===== src/rtl/tidp_regs.svh =====
// constants of the test, init and diagnostic port
`ifndef TIDP_REGS_SVH
`define TIDP_REGS_SVH

// ---------------------------------------------------------------
// serial rom load
// ---------------------------------------------------------------
`define TIDP_SLOW_HALF 8'h80
`define TIDP_FAST_HALF 8'h08
`define TIDP_SR_W 304
`define TIDP_LINE_W 193
`define TIDP_BLOCK_BITS 9'h0c1
`define TIDP_COUNT_BITS 9'h00c
`define TIDP_CFG_BITS 9'h130
`define TIDP_CFG_PAD_BITS 9'h16f
`define TIDP_PAD_BITS (`TIDP_CFG_PAD_BITS - `TIDP_CFG_BITS)
`define TIDP_COUNT_LOW_OK 2'h3

// ---------------------------------------------------------------
// self-test and status pin
// ---------------------------------------------------------------
`define TIDP_BUILTIN_SELF_TEST_CYCLES 700000
`define TIDP_RESULT_LOW 5'h10
`define TIDP_IDLE_LIMIT 12'h800
`define TIDP_TMO_PULSE 2'h3

// ---------------------------------------------------------------
// test access port
// ---------------------------------------------------------------
`define TIDP_IR_SAMPLE 5'h18
`define TIDP_IR_HIGHZ 5'h19
`define TIDP_IR_CLAMP 5'h1a
`define TIDP_IR_EXTEST 5'h1b
`define TIDP_IR_BYPASS 5'h1f
`define TIDP_IR_CAPTURE 5'h01

`endif


===== src/rtl/tidp_pkg.sv =====
// types of the test, init and diagnostic port
`include "tidp_regs.svh"
package tidp_pkg;

  // power-up and run phases
  typedef enum logic [6:0] {
    PH_BUILTIN_SELF_TEST = 7'h01,
    PH_RESULT = 7'h02,
    PH_BLOCK = 7'h04,
    PH_COUNT = 7'h08,
    PH_CFG = 7'h10,
    PH_PAD = 7'h20,
    PH_RUN = 7'h40
  } tidp_phase_t;

  // tap controller states
  typedef enum logic [15:0] {
    TS_RESET = 16'h0001,
    TS_IDLE = 16'h0002,
    TS_SEL_DR = 16'h0004,
    TS_CAP_DR = 16'h0008,
    TS_SH_DR = 16'h0010,
    TS_EX1_DR = 16'h0020,
    TS_PA_DR = 16'h0040,
    TS_EX2_DR = 16'h0080,
    TS_UP_DR = 16'h0100,
    TS_SEL_IR = 16'h0200,
    TS_CAP_IR = 16'h0400,
    TS_SH_IR = 16'h0800,
    TS_EX1_IR = 16'h1000,
    TS_PA_IR = 16'h2000,
    TS_EX2_IR = 16'h4000,
    TS_UP_IR = 16'h8000
  } tidp_tap_t;

  // all state of the main block
  typedef struct packed {
    logic [4:0] sync1;
    logic [4:0] sync2;
    logic [4:0] prev;
    tidp_phase_t ph;
    logic [19:0] cnt;
    logic fast;
    logic [7:0] div;
    logic sclk;
    logic rom_en_n;
    logic int_rst;
    logic array_clear;
    logic [8:0] bitn;
    logic [9:0] blk;
    logic [9:0] nblk;
    logic [9:0] idx;
    logic wr;
    logic [`TIDP_SR_W-1:0] sr;
    logic [11:0] count;
    logic count_err;
    logic cfg_valid;
    logic status;
    logic fail;
    logic [11:0] idle;
    logic [1:0] tmo;
    logic xmit;
    logic xmit_pend;
    logic xmit_val;
    logic rcv;
    logic rx_pend;
    logic trap;
  } tidp_main_t;

  // all state of the tap
  typedef struct packed {
    tidp_tap_t st;
    logic [4:0] ir;
    logic [4:0] ir_sh;
    logic [4:0] mode;
    logic byp;
    logic tdo;
    logic tdo_en;
    logic cap_dr;
    logic sh_dr;
    logic up_dr;
  } tidp_tapreg_t;

endpackage


===== src/rtl/tidp_tap.sv =====
// boundary-scan tap controller with instruction and bypass registers
`timescale 1ns/100ps
`include "tidp_regs.svh"
module tidp_tap (
  // clock and reset
  input wire logic clk_in,
  input wire logic rst_in,
  // synchronised tap pins and their edges; bsr_tdo_in comes in unsynchronised
  input wire logic tck_rise_in,
  input wire logic tck_fall_in,
  input wire logic tms_in,
  input wire logic tdi_in,
  input wire logic trst_n_in,
  input wire logic bsr_tdo_in,
  // scan outputs
  output logic tdo_out,
  output logic tdo_en_out,
  output logic [4:0] ir_out,
  output logic [4:0] mode_out,
  output logic cap_dr_out,
  output logic sh_dr_out,
  output logic up_dr_out
);

  tidp_pkg::tidp_tapreg_t st, n;

  // one-hot {bypass, extest, clamp, highz, sample}; private codes fall to bypass
  function automatic logic [4:0] tidp_mode(input logic [4:0] ir);
    logic [4:0] m;
    m = 5'h10;
    if (ir == `TIDP_IR_SAMPLE) m = 5'h01;
    if (ir == `TIDP_IR_HIGHZ) m = 5'h02;
    if (ir == `TIDP_IR_CLAMP) m = 5'h04;
    if (ir == `TIDP_IR_EXTEST) m = 5'h08;
    return m;
  endfunction

  // ---------------------------------------------------------------
  // next state
  // ---------------------------------------------------------------
  always_comb begin
    n = st;
    n.cap_dr = 1'b0;
    n.sh_dr = 1'b0;
    n.up_dr = 1'b0;
    if (!trst_n_in) begin
      n.st = tidp_pkg::TS_RESET;
      n.ir = `TIDP_IR_BYPASS;
      n.mode = tidp_mode(`TIDP_IR_BYPASS);
      n.tdo_en = 1'b0;
    end else if (tck_rise_in) begin
      unique case (st.st)
        tidp_pkg::TS_RESET: n.st = tms_in ? tidp_pkg::TS_RESET : tidp_pkg::TS_IDLE;
        tidp_pkg::TS_IDLE: n.st = tms_in ? tidp_pkg::TS_SEL_DR : tidp_pkg::TS_IDLE;
        tidp_pkg::TS_SEL_DR: n.st = tms_in ? tidp_pkg::TS_SEL_IR : tidp_pkg::TS_CAP_DR;
        tidp_pkg::TS_CAP_DR: n.st = tms_in ? tidp_pkg::TS_EX1_DR : tidp_pkg::TS_SH_DR;
        tidp_pkg::TS_SH_DR: n.st = tms_in ? tidp_pkg::TS_EX1_DR : tidp_pkg::TS_SH_DR;
        tidp_pkg::TS_EX1_DR: n.st = tms_in ? tidp_pkg::TS_UP_DR : tidp_pkg::TS_PA_DR;
        tidp_pkg::TS_PA_DR: n.st = tms_in ? tidp_pkg::TS_EX2_DR : tidp_pkg::TS_PA_DR;
        tidp_pkg::TS_EX2_DR: n.st = tms_in ? tidp_pkg::TS_UP_DR : tidp_pkg::TS_SH_DR;
        tidp_pkg::TS_UP_DR: n.st = tms_in ? tidp_pkg::TS_SEL_DR : tidp_pkg::TS_IDLE;
        tidp_pkg::TS_SEL_IR: n.st = tms_in ? tidp_pkg::TS_RESET : tidp_pkg::TS_CAP_IR;
        tidp_pkg::TS_CAP_IR: n.st = tms_in ? tidp_pkg::TS_EX1_IR : tidp_pkg::TS_SH_IR;
        tidp_pkg::TS_SH_IR: n.st = tms_in ? tidp_pkg::TS_EX1_IR : tidp_pkg::TS_SH_IR;
        tidp_pkg::TS_EX1_IR: n.st = tms_in ? tidp_pkg::TS_UP_IR : tidp_pkg::TS_PA_IR;
        tidp_pkg::TS_PA_IR: n.st = tms_in ? tidp_pkg::TS_EX2_IR : tidp_pkg::TS_PA_IR;
        tidp_pkg::TS_EX2_IR: n.st = tms_in ? tidp_pkg::TS_UP_IR : tidp_pkg::TS_SH_IR;
        tidp_pkg::TS_UP_IR: n.st = tms_in ? tidp_pkg::TS_SEL_DR : tidp_pkg::TS_IDLE;
      endcase
      // capture and shift act on the rising test clock
      if (st.st == tidp_pkg::TS_CAP_IR) n.ir_sh = `TIDP_IR_CAPTURE;
      if (st.st == tidp_pkg::TS_SH_IR) n.ir_sh = {tdi_in, st.ir_sh[4:1]};
      if (st.st == tidp_pkg::TS_CAP_DR) begin
        n.byp = 1'b0;
        n.cap_dr = 1'b1;
      end
      if (st.st == tidp_pkg::TS_SH_DR) begin
        n.byp = tdi_in;
        n.sh_dr = 1'b1;
      end
    end else if (tck_fall_in) begin
      // tdo and updates move on the falling test clock
      n.tdo_en = 1'b0;
      if (st.st == tidp_pkg::TS_SH_IR) begin
        n.tdo = st.ir_sh[0];
        n.tdo_en = 1'b1;
      end
      if (st.st == tidp_pkg::TS_SH_DR) begin
        n.tdo = (st.mode[0] | st.mode[3]) ? bsr_tdo_in : st.byp;
        n.tdo_en = 1'b1;
      end
      if (st.st == tidp_pkg::TS_UP_IR) begin
        n.ir = st.ir_sh;
        n.mode = tidp_mode(st.ir_sh);
      end
      if (st.st == tidp_pkg::TS_RESET) begin
        n.ir = `TIDP_IR_BYPASS;
        n.mode = tidp_mode(`TIDP_IR_BYPASS);
      end
      n.up_dr = (st.st == tidp_pkg::TS_UP_DR);
    end
  end

  // state register
  always_ff @(posedge clk_in) begin
    if (rst_in) begin
      st <= '0;
      st.st <= tidp_pkg::TS_RESET;
      st.ir <= `TIDP_IR_BYPASS;
      st.mode <= 5'h10;
    end else begin
      st <= n;
    end
  end

  assign tdo_out = st.tdo;
  assign tdo_en_out = st.tdo_en;
  assign ir_out = st.ir;
  assign mode_out = st.mode;
  assign cap_dr_out = st.cap_dr;
  assign sh_dr_out = st.sh_dr;
  assign up_dr_out = st.up_dr;

  // ---------------------------------------------------------------
  // checks
  // ---------------------------------------------------------------
  chk_bypass_shift: assert property (
    @(posedge clk_in) disable iff (rst_in)
    trst_n_in && tck_rise_in && st.st == tidp_pkg::TS_SH_DR |=> st.byp == $past(tdi_in))
    else $error("bypass stage did not take tdi");
  chk_ir_update: assert property (
    @(posedge clk_in) disable iff (rst_in)
    trst_n_in && tck_fall_in && st.st == tidp_pkg::TS_UP_IR && st.ir_sh == `TIDP_IR_EXTEST
    |=> st.ir == `TIDP_IR_EXTEST && st.mode == 5'h08)
    else $error("extest not decoded on update");
  chk_tap_walk: assert property (
    @(posedge clk_in) disable iff (rst_in)
    trst_n_in && tck_rise_in && st.st == tidp_pkg::TS_IDLE && tms_in
    |=> st.st == tidp_pkg::TS_SEL_DR)
    else $error("tap did not follow tms");

endmodule


===== src/rtl/tidp_top.sv =====
// power-up self-test, serial rom loader, serial terminal and tap
`timescale 1ns/100ps
`include "tidp_regs.svh"
module tidp_top #(
  parameter int BUILTIN_SELF_TEST_CYCLES = `TIDP_BUILTIN_SELF_TEST_CYCLES
) (
  // clock and reset
  input wire logic CLK_IN,
  input wire logic RESET_IN,
  // serial rom and terminal pins
  input wire logic SERIAL_DATA_IN,
  output logic SERIAL_CLOCK_OUT,
  output logic ROM_ENABLE_N_OUT,
  // load configuration
  input wire logic FAST_LOAD_FLAG_IN,
  input wire logic [9:0] FETCH_BLOCKS_IN,
  // loaded image
  output logic ICACHE_WR_OUT,
  output logic [9:0] ICACHE_IDX_OUT,
  output logic [`TIDP_LINE_W-1:0] ICACHE_LINE_OUT,
  output logic [11:0] FETCH_COUNT_OUT,
  output logic COUNT_ERR_OUT,
  output logic [`TIDP_SR_W-1:0] CFG_DATA_OUT,
  output logic CFG_VALID_OUT,
  // self-test and core side
  input wire logic BUILTIN_SELF_TEST_FAIL_IN,
  input wire logic INSTR_RETIRE_IN,
  input wire logic XMIT_WR_IN,
  input wire logic XMIT_DATA_IN,
  input wire logic WR_RETIRE_IN,
  input wire logic PRIVILEGED_MODE_IN,
  output logic ARRAY_CLEAR_OUT,
  output logic INTERNAL_RESET_OUT,
  output logic SELFTEST_FAIL_BIT_OUT,
  output logic SELFTEST_STATUS_PIN_OUT,
  output logic RECEIVE_BIT_OUT,
  output logic RX_TRAP_OUT,
  // test access port
  input wire logic TCK_IN,
  input wire logic TMS_IN,
  input wire logic TDI_IN,
  input wire logic TRST_N_IN,
  input wire logic BSR_TDO_IN,
  output logic TDO_OUT,
  output logic TDO_EN_OUT,
  output logic [4:0] IR_OUT,
  output logic [4:0] MODE_OUT,
  output logic CAPTURE_DR_OUT,
  output logic SHIFT_DR_OUT,
  output logic UPDATE_DR_OUT
);

  // the self-test counter is 20 bits wide
  if (BUILTIN_SELF_TEST_CYCLES < 1 || BUILTIN_SELF_TEST_CYCLES > 1048576) begin : g_bad_builtin_self_test
    $error("BUILTIN_SELF_TEST_CYCLES out of range");
  end

  tidp_pkg::tidp_main_t st, n;
  logic [7:0] half;
  logic in_load;
  logic tck_rise;
  logic tck_fall;
  logic fire;
  logic [7:0] hc_ff;

  // ---------------------------------------------------------------
  // decode
  // ---------------------------------------------------------------
  assign half = st.fast ? `TIDP_FAST_HALF : `TIDP_SLOW_HALF;
  assign in_load = st.ph == tidp_pkg::PH_BLOCK || st.ph == tidp_pkg::PH_COUNT ||
                   st.ph == tidp_pkg::PH_CFG || st.ph == tidp_pkg::PH_PAD;
  assign tck_rise = st.sync2[1] & ~st.prev[1];
  assign tck_fall = ~st.sync2[1] & st.prev[1];
  assign fire = st.rx_pend && !PRIVILEGED_MODE_IN;

  // ---------------------------------------------------------------
  // next state
  // ---------------------------------------------------------------
  always_comb begin
    n = st;
    // pins cross in through two flops; prev only feeds edge detection
    n.sync1 = {TRST_N_IN, TDI_IN, TMS_IN, TCK_IN, SERIAL_DATA_IN};
    n.sync2 = st.sync1;
    n.prev = st.sync2;
    n.rcv = st.sync2[0];
    n.wr = 1'b0;
    n.trap = 1'b0;
    unique case (st.ph)
      tidp_pkg::PH_BUILTIN_SELF_TEST: begin
        n.status = 1'b1;
        n.array_clear = 1'b1;
        n.cnt = st.cnt + 20'h00001;
        if (st.cnt == 20'(BUILTIN_SELF_TEST_CYCLES - 1)) begin
          n.fail = BUILTIN_SELF_TEST_FAIL_IN;
          n.array_clear = 1'b0;
          n.status = 1'b0;
          n.cnt = '0;
          n.ph = tidp_pkg::PH_RESULT;
        end
      end
      tidp_pkg::PH_RESULT: begin
        n.cnt = st.cnt + 20'h00001;
        if (st.cnt[4:0] == `TIDP_RESULT_LOW - 5'h01) begin
          n.status = st.fail;
          n.rom_en_n = 1'b0;
          n.fast = FAST_LOAD_FLAG_IN;
          n.nblk = FETCH_BLOCKS_IN;
          n.div = '0;
          n.bitn = '0;
          n.blk = '0;
          // an empty block count skips straight to the count field
          n.ph = (FETCH_BLOCKS_IN == 10'h000) ? tidp_pkg::PH_COUNT : tidp_pkg::PH_BLOCK;
        end
      end
      tidp_pkg::PH_BLOCK, tidp_pkg::PH_COUNT, tidp_pkg::PH_CFG, tidp_pkg::PH_PAD: begin
        n.div = st.div + 8'h01;
        if (st.div == half - 8'h01) begin
          n.div = '0;
          n.sclk = ~st.sclk;
          if (!st.sclk) begin
            // rising edge: rom advances, we take the bit it held
            n.bitn = st.bitn + 9'h001;
            // padding is not kept so the config word survives in place
            if (st.ph != tidp_pkg::PH_PAD) n.sr = {st.sr[`TIDP_SR_W-2:0], st.sync2[0]};
            if (st.ph == tidp_pkg::PH_BLOCK && st.bitn == `TIDP_BLOCK_BITS - 9'h001) begin
              n.wr = 1'b1;
              n.idx = st.blk;
              n.blk = st.blk + 10'h001;
              n.bitn = '0;
              if (st.blk == st.nblk - 10'h001) n.ph = tidp_pkg::PH_COUNT;
            end
            if (st.ph == tidp_pkg::PH_COUNT && st.bitn == `TIDP_COUNT_BITS - 9'h001) begin
              n.count = n.sr[11:0];
              n.count_err = n.sr[1:0] != `TIDP_COUNT_LOW_OK;
              n.bitn = '0;
              n.ph = tidp_pkg::PH_CFG;
            end
            if (st.ph == tidp_pkg::PH_CFG && st.bitn == `TIDP_CFG_BITS - 9'h001) begin
              n.cfg_valid = 1'b1;
              n.bitn = '0;
              n.ph = tidp_pkg::PH_PAD;
            end
          end else if (st.ph == tidp_pkg::PH_PAD && st.bitn == `TIDP_PAD_BITS) begin
            // last falling edge closes the load at once; the pin then follows the transmit bit
            n.rom_en_n = 1'b1;
            n.int_rst = 1'b0;
            n.sclk = st.xmit;
            n.ph = tidp_pkg::PH_RUN;
          end
        end
      end
      tidp_pkg::PH_RUN: begin
        n.sclk = st.xmit;
        // a write waits for its own retirement before it shows
        if (st.xmit_pend && WR_RETIRE_IN) begin
          n.xmit = st.xmit_val;
          n.xmit_pend = 1'b0;
        end
        if (XMIT_WR_IN) begin
          n.xmit_pend = 1'b1;
          n.xmit_val = XMIT_DATA_IN;
        end
        // a new edge wins over the hand-off of an older one
        n.trap = fire;
        n.rx_pend = (st.sync2[0] != st.rcv) || (st.rx_pend && !fire);
        if (st.tmo != 2'h0) n.tmo = st.tmo - 2'h1;
        if (INSTR_RETIRE_IN) begin
          n.idle = '0;
        end else if (st.idle == `TIDP_IDLE_LIMIT - 12'h001) begin
          n.idle = '0;
          n.tmo = `TIDP_TMO_PULSE;
        end else begin
          n.idle = st.idle + 12'h001;
        end
        n.status = st.fail || n.tmo != 2'h0;
      end
    endcase
  end

  // state register, synchronous reset
  always_ff @(posedge CLK_IN) begin
    if (RESET_IN) begin
      st <= '0;
      st.ph <= tidp_pkg::PH_BUILTIN_SELF_TEST;
      st.rom_en_n <= 1'b1;
      st.int_rst <= 1'b1;
      st.sync1 <= 5'h10;
      st.sync2 <= 5'h10;
      st.prev <= 5'h10;
    end else begin
      st <= n;
    end
  end

  // ---------------------------------------------------------------
  // tap
  // ---------------------------------------------------------------
  tidp_tap u_tap (
    .clk_in(CLK_IN),
    .rst_in(RESET_IN),
    .tck_rise_in(tck_rise),
    .tck_fall_in(tck_fall),
    .tms_in(st.sync2[2]),
    .tdi_in(st.sync2[3]),
    .trst_n_in(st.sync2[4]),
    .bsr_tdo_in(BSR_TDO_IN),
    .tdo_out(TDO_OUT),
    .tdo_en_out(TDO_EN_OUT),
    .ir_out(IR_OUT),
    .mode_out(MODE_OUT),
    .cap_dr_out(CAPTURE_DR_OUT),
    .sh_dr_out(SHIFT_DR_OUT),
    .up_dr_out(UPDATE_DR_OUT)
  );

  // outputs, all from flops
  assign SERIAL_CLOCK_OUT = st.sclk;
  assign ROM_ENABLE_N_OUT = st.rom_en_n;
  assign ICACHE_WR_OUT = st.wr;
  assign ICACHE_IDX_OUT = st.idx;
  assign ICACHE_LINE_OUT = st.sr[`TIDP_LINE_W-1:0];
  assign FETCH_COUNT_OUT = st.count;
  assign COUNT_ERR_OUT = st.count_err;
  assign CFG_DATA_OUT = st.sr;
  assign CFG_VALID_OUT = st.cfg_valid;
  assign ARRAY_CLEAR_OUT = st.array_clear;
  assign INTERNAL_RESET_OUT = st.int_rst;
  assign SELFTEST_FAIL_BIT_OUT = st.fail;
  assign SELFTEST_STATUS_PIN_OUT = st.status;
  assign RECEIVE_BIT_OUT = st.rcv;
  assign RX_TRAP_OUT = st.trap;

  // ---------------------------------------------------------------
  // checks
  // ---------------------------------------------------------------
  // cycles since the serial clock last moved, restarted on load entry
  always_ff @(posedge CLK_IN) begin
    if (RESET_IN || n.sclk != st.sclk || st.ph == tidp_pkg::PH_RESULT) begin
      hc_ff <= '0;
    end else begin
      hc_ff <= hc_ff + 8'h01;
    end
  end

  chk_sclk_half: assert property (
    @(posedge CLK_IN) disable iff (RESET_IN)
    in_load && $past(in_load) && $changed(st.sclk) |-> $past(hc_ff) == half - 8'h01)
    else $error("serial clock half period wrong");
  chk_rom_enable: assert property (
    @(posedge CLK_IN) disable iff (RESET_IN)
    (in_load |-> !ROM_ENABLE_N_OUT) and (st.ph == tidp_pkg::PH_RUN |-> ROM_ENABLE_N_OUT))
    else $error("rom enable wrong for phase");
  chk_xmit_retire: assert property (
    @(posedge CLK_IN) disable iff (RESET_IN)
    $changed(st.xmit) |-> $past(WR_RETIRE_IN) && $past(st.xmit_pend))
    else $error("transmit bit moved without retirement");
  chk_xmit_pin: assert property (
    @(posedge CLK_IN) disable iff (RESET_IN)
    st.ph == tidp_pkg::PH_RUN && $past(st.ph) == tidp_pkg::PH_RUN
    |-> SERIAL_CLOCK_OUT == $past(st.xmit))
    else $error("serial clock pin not following transmit bit");
  chk_rx_trap: assert property (
    @(posedge CLK_IN) disable iff (RESET_IN)
    st.ph == tidp_pkg::PH_RUN && st.sync2[0] != st.rcv ##1 !PRIVILEGED_MODE_IN |-> ##1 RX_TRAP_OUT)
    else $error("receive edge gave no trap");
  chk_priv_block: assert property (
    @(posedge CLK_IN) disable iff (RESET_IN)
    RX_TRAP_OUT |-> !$past(PRIVILEGED_MODE_IN))
    else $error("trap while privileged");
  chk_result_low: assert property (
    @(posedge CLK_IN) disable iff (RESET_IN)
    $rose(st.ph == tidp_pkg::PH_RESULT) |-> (!st.status)[*8] ##1 (!st.status)[*8]
    ##1 st.status == st.fail)
    else $error("result interval wrong");
  chk_timeout_pulse: assert property (
    @(posedge CLK_IN) disable iff (RESET_IN)
    st.ph == tidp_pkg::PH_RUN && !st.fail && $rose(st.status) |-> st.status[*3] ##1 !st.status)
    else $error("timeout pulse not three cycles");
  chk_builtin_self_test_hold: assert property (
    @(posedge CLK_IN) disable iff (RESET_IN)
    $past(st.ph) != tidp_pkg::PH_RUN |-> INTERNAL_RESET_OUT || st.ph == tidp_pkg::PH_RUN)
    else $error("internal reset released early");
  chk_fail_sticky: assert property (
    @(posedge CLK_IN) disable iff (RESET_IN)
    $past(st.fail) && st.ph == tidp_pkg::PH_RUN |-> st.fail && st.status)
    else $error("fail status dropped");

endmodule


===== config.mk =====
export PLATFORM = sky130hd
export DESIGN_NAME = tidp_top
export DESIGN_NICKNAME = d
export VERILOG_FILES = /design/src/rtl/tidp_pkg.sv /design/src/rtl/tidp_tap.sv /design/src/rtl/tidp_top.sv
export VERILOG_INCLUDE_DIRS = /design/src /design/src/rtl
export SDC_FILE = /design/constraint.sdc
export NUM_CORES = 1
export LEC_CHECK = 0
export ABC_AREA = 1
export ABC_CLOCK_PERIOD_IN_PS = 1800
export BUFFER_PORTS_ARGS = -buffer_cell sky130_fd_sc_hd__buf_2
export CORE_MARGIN = 8
export CORE_UTILIZATION = 49
export DETAILED_ROUTE_END_ITERATION = 7
export PLACE_DENSITY = 0.85
export SETUP_SLACK_MARGIN = 0.15
export SLEW_MARGIN = 20
export SYNTH_ARGS = -nofsm -noshare
export SYNTH_HDL_FRONTEND = slang
export SYNTH_SLANG_ARGS = --single-unit

===== constraint.sdc =====
create_clock -name CLK_IN -period 1.8 [get_ports CLK_IN]
set_clock_uncertainty 0.05 [all_clocks]
set_input_delay 0 -clock CLK_IN [delete_from_list [all_inputs] [get_ports CLK_IN]]
set_output_delay 0 -clock CLK_IN [all_outputs]
set_load 0.005 [all_outputs]

==> flow_summary.toml, run 1 <==
[detailed_routing]
drc = 0
post_drt_wl_per_cell_um = 19.4
firstDrtPassIters = 8
first_iter_violations = 1897
wl_mm = 76.7
via_count = 21300
antenna_left = 0
vias_per_cell = 5.40

[global_route]
grt_overflow = 0
grt_pass1_wl_mm = 101
grt_max_degree = 74
grt_pass1_vias = 19300
grt.total_usage_pct = 22.9
antenna_found_initial = 7

[power]
p_leak_nw = 12.8
power.density_nw_per_um2 = 885
ir_worst_vdd_mv = 1.24

[synthesis]
synth_top_area_share_pct = 41.3
yosysUniqueCellTypes = 42
synth.cell_area_sq_um = 22700
synth_common_cells = "buf_4, dfxtp_1, inv_1, a21oi_1, nand2_1"
ys_seq_elements = 468
synth_warnings = 0
synth_edf_count = 0
yosys-top-cells-area = "dfxtp_1, buf_4, a21oi_1"
syn_area_per_cell_sq_um = 7.49
synth_nets = 3066
seq_area_frac_synth_pct = 41.3
synth_cells = 3033
yosysTopAreaCell = "dfxtp_1"
synth_top_flop_cell = "dfxtp_1"
async_flop_share_pct = 0
synthMostInstantiatedCell = "buf_4"

[setup_path]
ff2ff_path_depth = 8
worstSetupPathType = "reg -> reg"
critPathLaunchType = "register"
worst-endpoint-arrival_ns = 3.09
critPathRequiredTime_ns = 2.28
cp_max_fo = 5
end_kind = "register"
r2r_slack_ns = -0.81

[sta]
tns_ns = -81.77
rsz0062_at_grt = "yes"
period_share_pct = 145
slew_headroom_pct = 30.7
tightest_slew_ns = 1.03
hold_viol_final = 0
finalMaxSlewViolations = 0
fin_ws_ns = -0.813
max_freq_ghz = 0.383
min_period_ns = 2.61
setup_violations = 386

[place]
port-buffer-count = 569
place_congestion = 0.917
dpl.cell_count = 3769
post-dp-hpwl_mm = 44.5

[clock_network]
clockBufferDepth = 3
cts.sinks = 468
cts_tree = "done"
h-tree-depth = 2
clk_pin_slew_worst_paths_ns = 0.07
numCtsBuffers = 49
clk_latency_ns = 0.61
root_buffer = "clkbuf_16"

[die]
die_y_um = 231
num_io_pins = 570
row_count = 79
core-area_sq_um = 46200
die_x_um = 231
initial_utilization_pct = 49.2
die_area_sq_um = 53500

[cells_and_area]
post-route-util_pct = 61.3
nets = 3330
layoutNonFillerInstCount = 3944
syn_to_final_growth_pct = 24.5
layout-drive-gt1-share_pct = 39.8

[min_path]
hold_depth = 3
min_path_type = "in -> reg"

[run_status]
violations = "setup timing"
status = "finished with violations"

[job]
max_cap_violations = 0
[per-stage QoR]
| step | instance area, sq um | hold WS [ns] | setup slack (ns) | total power, W |
|---|---|---|---|---|
| 6_report | 28300 | 0.120 | -0.813 | 0.0250 |
| 5_1_grt | 28300 | 0.125 | -0.799 | 0.0257 |
| 4_1_cts | 26600 | 0.0409 | -0.203 | 0.0240 |
| 3_5_place_dp | 23700 | 0.132 | -0.247 | 0.0131 |
| 3_3_place_gp | 23700 | 0.133 | -0.164 | 0.0131 |
| 2_1_floorplan | 23000 | 0.0281 | 0.00626 | 0.0122 |
[cell type report]
class / count / area, sq um
Antenna cell: 3 / 7.51
Clock buffer: 67 / 1390
Clock inverter: 21 / 302
Fill cell: 3447 / 17900
Inverter: 443 / 1690
Multi-Input combinational cell: 1461 / 8700
Sequential cell: 468 / 9420
Tap cell: 607 / 759
Timing Repair Buffer: 874 / 6020
[power breakdown]
part	total (W)	switching, W	internal (W)
sequential	0.0107	0.000157	0.0105
clock	0.0108	0.00438	0.00643
combinational	0.00353	0.00211	0.00142
[kinds of logic after synthesis]
group	Yosys count	synth area share [%]
compound gates	814	18.2
xor+xnor	20	0.771
fa+ha+maj	8	0.441
buf+inv	1104	27.5
flops	468	41.3
mux	2	0.0937
simple gates	617	11.7
[per-layer routing]
layer  routed length, um  track usage [%]  vias to the layer above
met5                  32                0                        -
met4                6110             14.2                        4
met3                7480             4.82                      433
met2               36600             39.5                     1363
met1               26400             25.7                     9784
li1                    -                -                     9728
[critical path: stages, from the launching register on]
cell and delay [ns]:
dfxtp_1 0.39, buf_4 0.17, inv_1 0.09, nor4_1 0.89
nand3_1 0.35, xor2_1 0.25, nor2_1 0.13, nand2_1 0.09
a21oi_2 0.12
[final timing paths]
| path | end | startpoint |
|---|---|---|
| setup reg to reg | st[370]$_SDFFE_PP0P_ | st[366]$_SDFFE_PP0P_ |
| hold / removal | RX_TRAP_OUT$_SDFF_PP0_ | PRIVILEGED_MODE_IN |
| hold reg to reg | n[424]$_SDFF_PP1_ | n[429]$_SDFF_PP1_ |
| setup / recovery | st[370]$_SDFFE_PP0P_ | st[366]$_SDFFE_PP0P_ |
[cells in the final DEF, fill, tap and decap left out, types with 29 or more instances in the layout]
cell,netlist,layout
buf_2,56,569
dfxtp_1,468,441
inv_1,437,415
a21oi_1,412,364
nand2_1,269,219
buf_4,532,186
o21ai_1,110,171
o21ai_2,0,133
nor2_1,168,131
o21ai_0,264,60
clkbuf_16,0,55
nand3_1,76,53
a21oi_2,0,47
buf_6,6,45
nor3_1,49,37
nand2_2,4,35
nor2_4,1,29
dlygate4sd3_1,0,29
[state kept, by name (all words and copies together), names as in the netlist, 5 cells and up]
register         flops
n                   10
u_tap.mode_out       5
FETCH_COUNT_OUT     12
u_tap.st            22
CFG_DATA_OUT       304
st                  85
ICACHE_IDX_OUT      10
u_tap.ir_out         5
[what timing repair did]
item                                    4_1_cts  5_1_grt
pin swaps                                    21       80
hold endpoints to repair                    115        0
gates cloned                                  8        8
hold buffers                                 29        0
gates resized for setup                     168      392
setup buffers                                14       25
endpoints found under the setup margin      427      448
Note: power is estimated with default switching activity, not from simulation.
==> inputs of run 2 (changes only) <==
Settings changed: CORE_UTILIZATION 49 to 30, PLACE_DENSITY 0.85 to 0.6.
==> run 2 against run 1 <==
The run still ends with setup timing left. Critical path depth increased by 6. Critical endpoint is now CFG_DATA_OUT[245]$_SDFFE_PP0P_. Register-to-register slack improved by 0.56 ns. Worst setup slack gained 0.56 ns. Non-clock buffer count rose by 3. Critical path type unchanged. Highest routed layer unchanged. Sequential share of layout area shrank 0.86 points. Core utilization fell by 23 points. Die area increased by 58%. Wire length shrank 13%. Cell count increased by 9.7%.
==> flow_summary.toml, run 2 (synthesis results as in run 1) <==
[run_status]
status = "finished with violations"
violations = "setup timing"

[sta]
slew_headroom_pct = 45.2
setup_violations = 345
tns_ns = -59.03
max_freq_ghz = 0.486
rsz0062_at_grt = "yes"
timing.hold.ws_ns = 0.0802
fin_ws_ns = -0.258
hold_viol_final = 0
min_period_ns = 2.06
period_share_pct = 114
tightest_slew_ns = 0.821
finalMaxSlewViolations = 0

[detailed_routing]
antenna_left = 0
wl_mm = 66.9
via_count = 19100
firstDrtPassIters = 5
post_drt_wl_per_cell_um = 15.5
vias_per_cell = 4.41
drc = 0
first_iter_violations = 974

[clock_network]
clk_pin_slew_worst_paths_ns = 0.06
cts.sinks = 468
h-tree-depth = 2
root_buffer = "clkbuf_16"
clockBufferDepth = 3
numCtsBuffers = 53
clk_latency_ns = 0.60
cts_tree = "done"

[setup_path]
ff2ff_path_depth = 14
critPathLaunchType = "register"
cp_max_fo = 8
cp_cell_sequence = "nor2_4 > nand2_4 > nor2_4 > nor2_4 > nand2_4 > nand2_4 > inv_4 > nand3_4 > buf_12 > buf_12 > buf_16 > buf_8 > o21ai_4 > a21oi_1"
reg2reg_to = "CFG_DATA_OUT[245]$_SDFFE_PP0P_"
cp_slowest_cell = "dfxtp_2"
cp-startpoint = "st[413]$_SDFFE_PP1P_"
critPathRequiredTime_ns = 2.24
endpoint = "CFG_DATA_OUT[245]$_SDFFE_PP0P_"
rr_startpoint = "st[413]$_SDFFE_PP1P_"
worst-endpoint-arrival_ns = 2.50
r2r_slack_ns = -0.26
critical-path-max-stage-delay_ns = 0.33
end_kind = "register"
worstSetupPathType = "reg -> reg"

[global_route]
grt_overflow = 0
grt_util_met2_pct = 24.2
antenna_found_initial = 7
grt_max_degree = 89
gr-usage-met3_pct = 3.92
grt.total_usage_pct = 14.3
grt.busiest_layer = "met2"
globalRouteMet1Util_pct = 17.7
grt_pass1_vias = 17500
grt_pass1_wl_mm = 100

[cells_and_area]
nets = 3337
post-route-util_pct = 38.5
syn_to_final_growth_pct = 27.9
final_cell_mix = "buf_2, dfxtp_1, inv_1"
fillerInstances = 7579
mostFrequentLayoutCell = "buf_2"
postLayoutCellArea_sq_um = 29100
largest_reg_flops = 304
layout-drive-gt1-share_pct = 40.5

[power]
ir_worst_vdd_mv = 0.807
p_leak_nw = 12.9
power.density_nw_per_um2 = 872

[die]
die_x_um = 291
row_count = 101
die_y_um = 291
initial_utilization_pct = 30.1
num_io_pins = 570
core-area_sq_um = 75400
die_area_sq_um = 84800

[place]
post-dp-hpwl_mm = 46.2
place_congestion = 0.827
port-buffer-count = 569
placed_area_sq_um = 24200

[min_path]
min_path_type = "in -> reg"

[job]
max_cap_violations = 0
[run 2: changes by cell type in the layout (fill, tap and decap cells not counted), sizes merged]
cell	previous run	this run
clkbuf	73	88
buf	838	845
dlygate4sd3	29	24
bufinv	7	4
inv	446	447
bufbuf	1	0
clkinv	10	8
[run 2: final cells by class]
type,instances,area [sq um],share of cell area (%)
multi-input cells,1461,8830,30.4
repair buffers,877,6070,20.9
clock buffers,80,1570,5.40
flip-flops and latches,468,9420,32.4
diodes,3,7.51,0.0258
clock inverters,17,218,0.749
well taps,978,1220,4.21
inverters,443,1710,5.89
[run 2: how the worst min path moves through the flow]
| stage | slack, ns | to | startpoint | depth (start not counted) |
|---|---|---|---|---|
| after global routing | 0.04 | RX_TRAP_OUT$_SDFF_PP0_ | PRIVILEGED_MODE_IN | 3 |
| after floorplan | 0.03 | RX_TRAP_OUT$_SDFF_PP0_ | PRIVILEGED_MODE_IN | 1 |
| final | 0.08 | RX_TRAP_OUT$_SDFF_PP0_ | PRIVILEGED_MODE_IN | 3 |
| after CTS | 0.02 | RX_TRAP_OUT$_SDFF_PP0_ | PRIVILEGED_MODE_IN | 3 |
| after detailed placement | 0.14 | RX_TRAP_OUT$_SDFF_PP0_ | PRIVILEGED_MODE_IN | 2 |
| after global placement | 0.14 | n[429]$_SDFF_PP1_ | TRST_N_IN | 2 |
[run 2: timing repair]
action	CTS	global route
setup endpoints to repair	435	450
pin swaps	30	96
gates cloned	5	12
hold endpoints to repair	66	0
hold buffers	24	0
setup buffers	13	32
gates resized for setup	158	472
[run 2: through the flow]
step	total power, W	worst slack, ns	instances
floorplan	0.0122	0.00626	3033
global placement	0.0132	-0.328	4141
detailed placement	0.0132	-0.361	4141
CTS	0.0247	-0.159	4280
global route	0.0264	-0.311	4324
finish	0.0253	-0.258	4327
[run 2: power breakdown]
group          switching [W]  internal, W  leakage, nW
sequential          0.000135       0.0105         3.79
combinational        0.00197      0.00164         8.21
clock                0.00447      0.00659        0.881
total                0.00657       0.0188         12.9
[run 2: routing by layer]
| metal | vias to the layer above | share of wire [%] |
|---|---|---|
| met1 | 8757 | 42 |
| met3 | 102 | 6.3 |
| met4 | 6 | 2.4 |
| li1 | 9761 | - |
| met2 | 470 | 49 |
| met5 | - | 0.042 |
[run 2: critical path: cells and delay by family (launching register included)]
kind	cells	cell delay, ns
compound gates	2	0.19
buf+inv	5	0.62
flops	1	0.33
simple gates	7	0.74
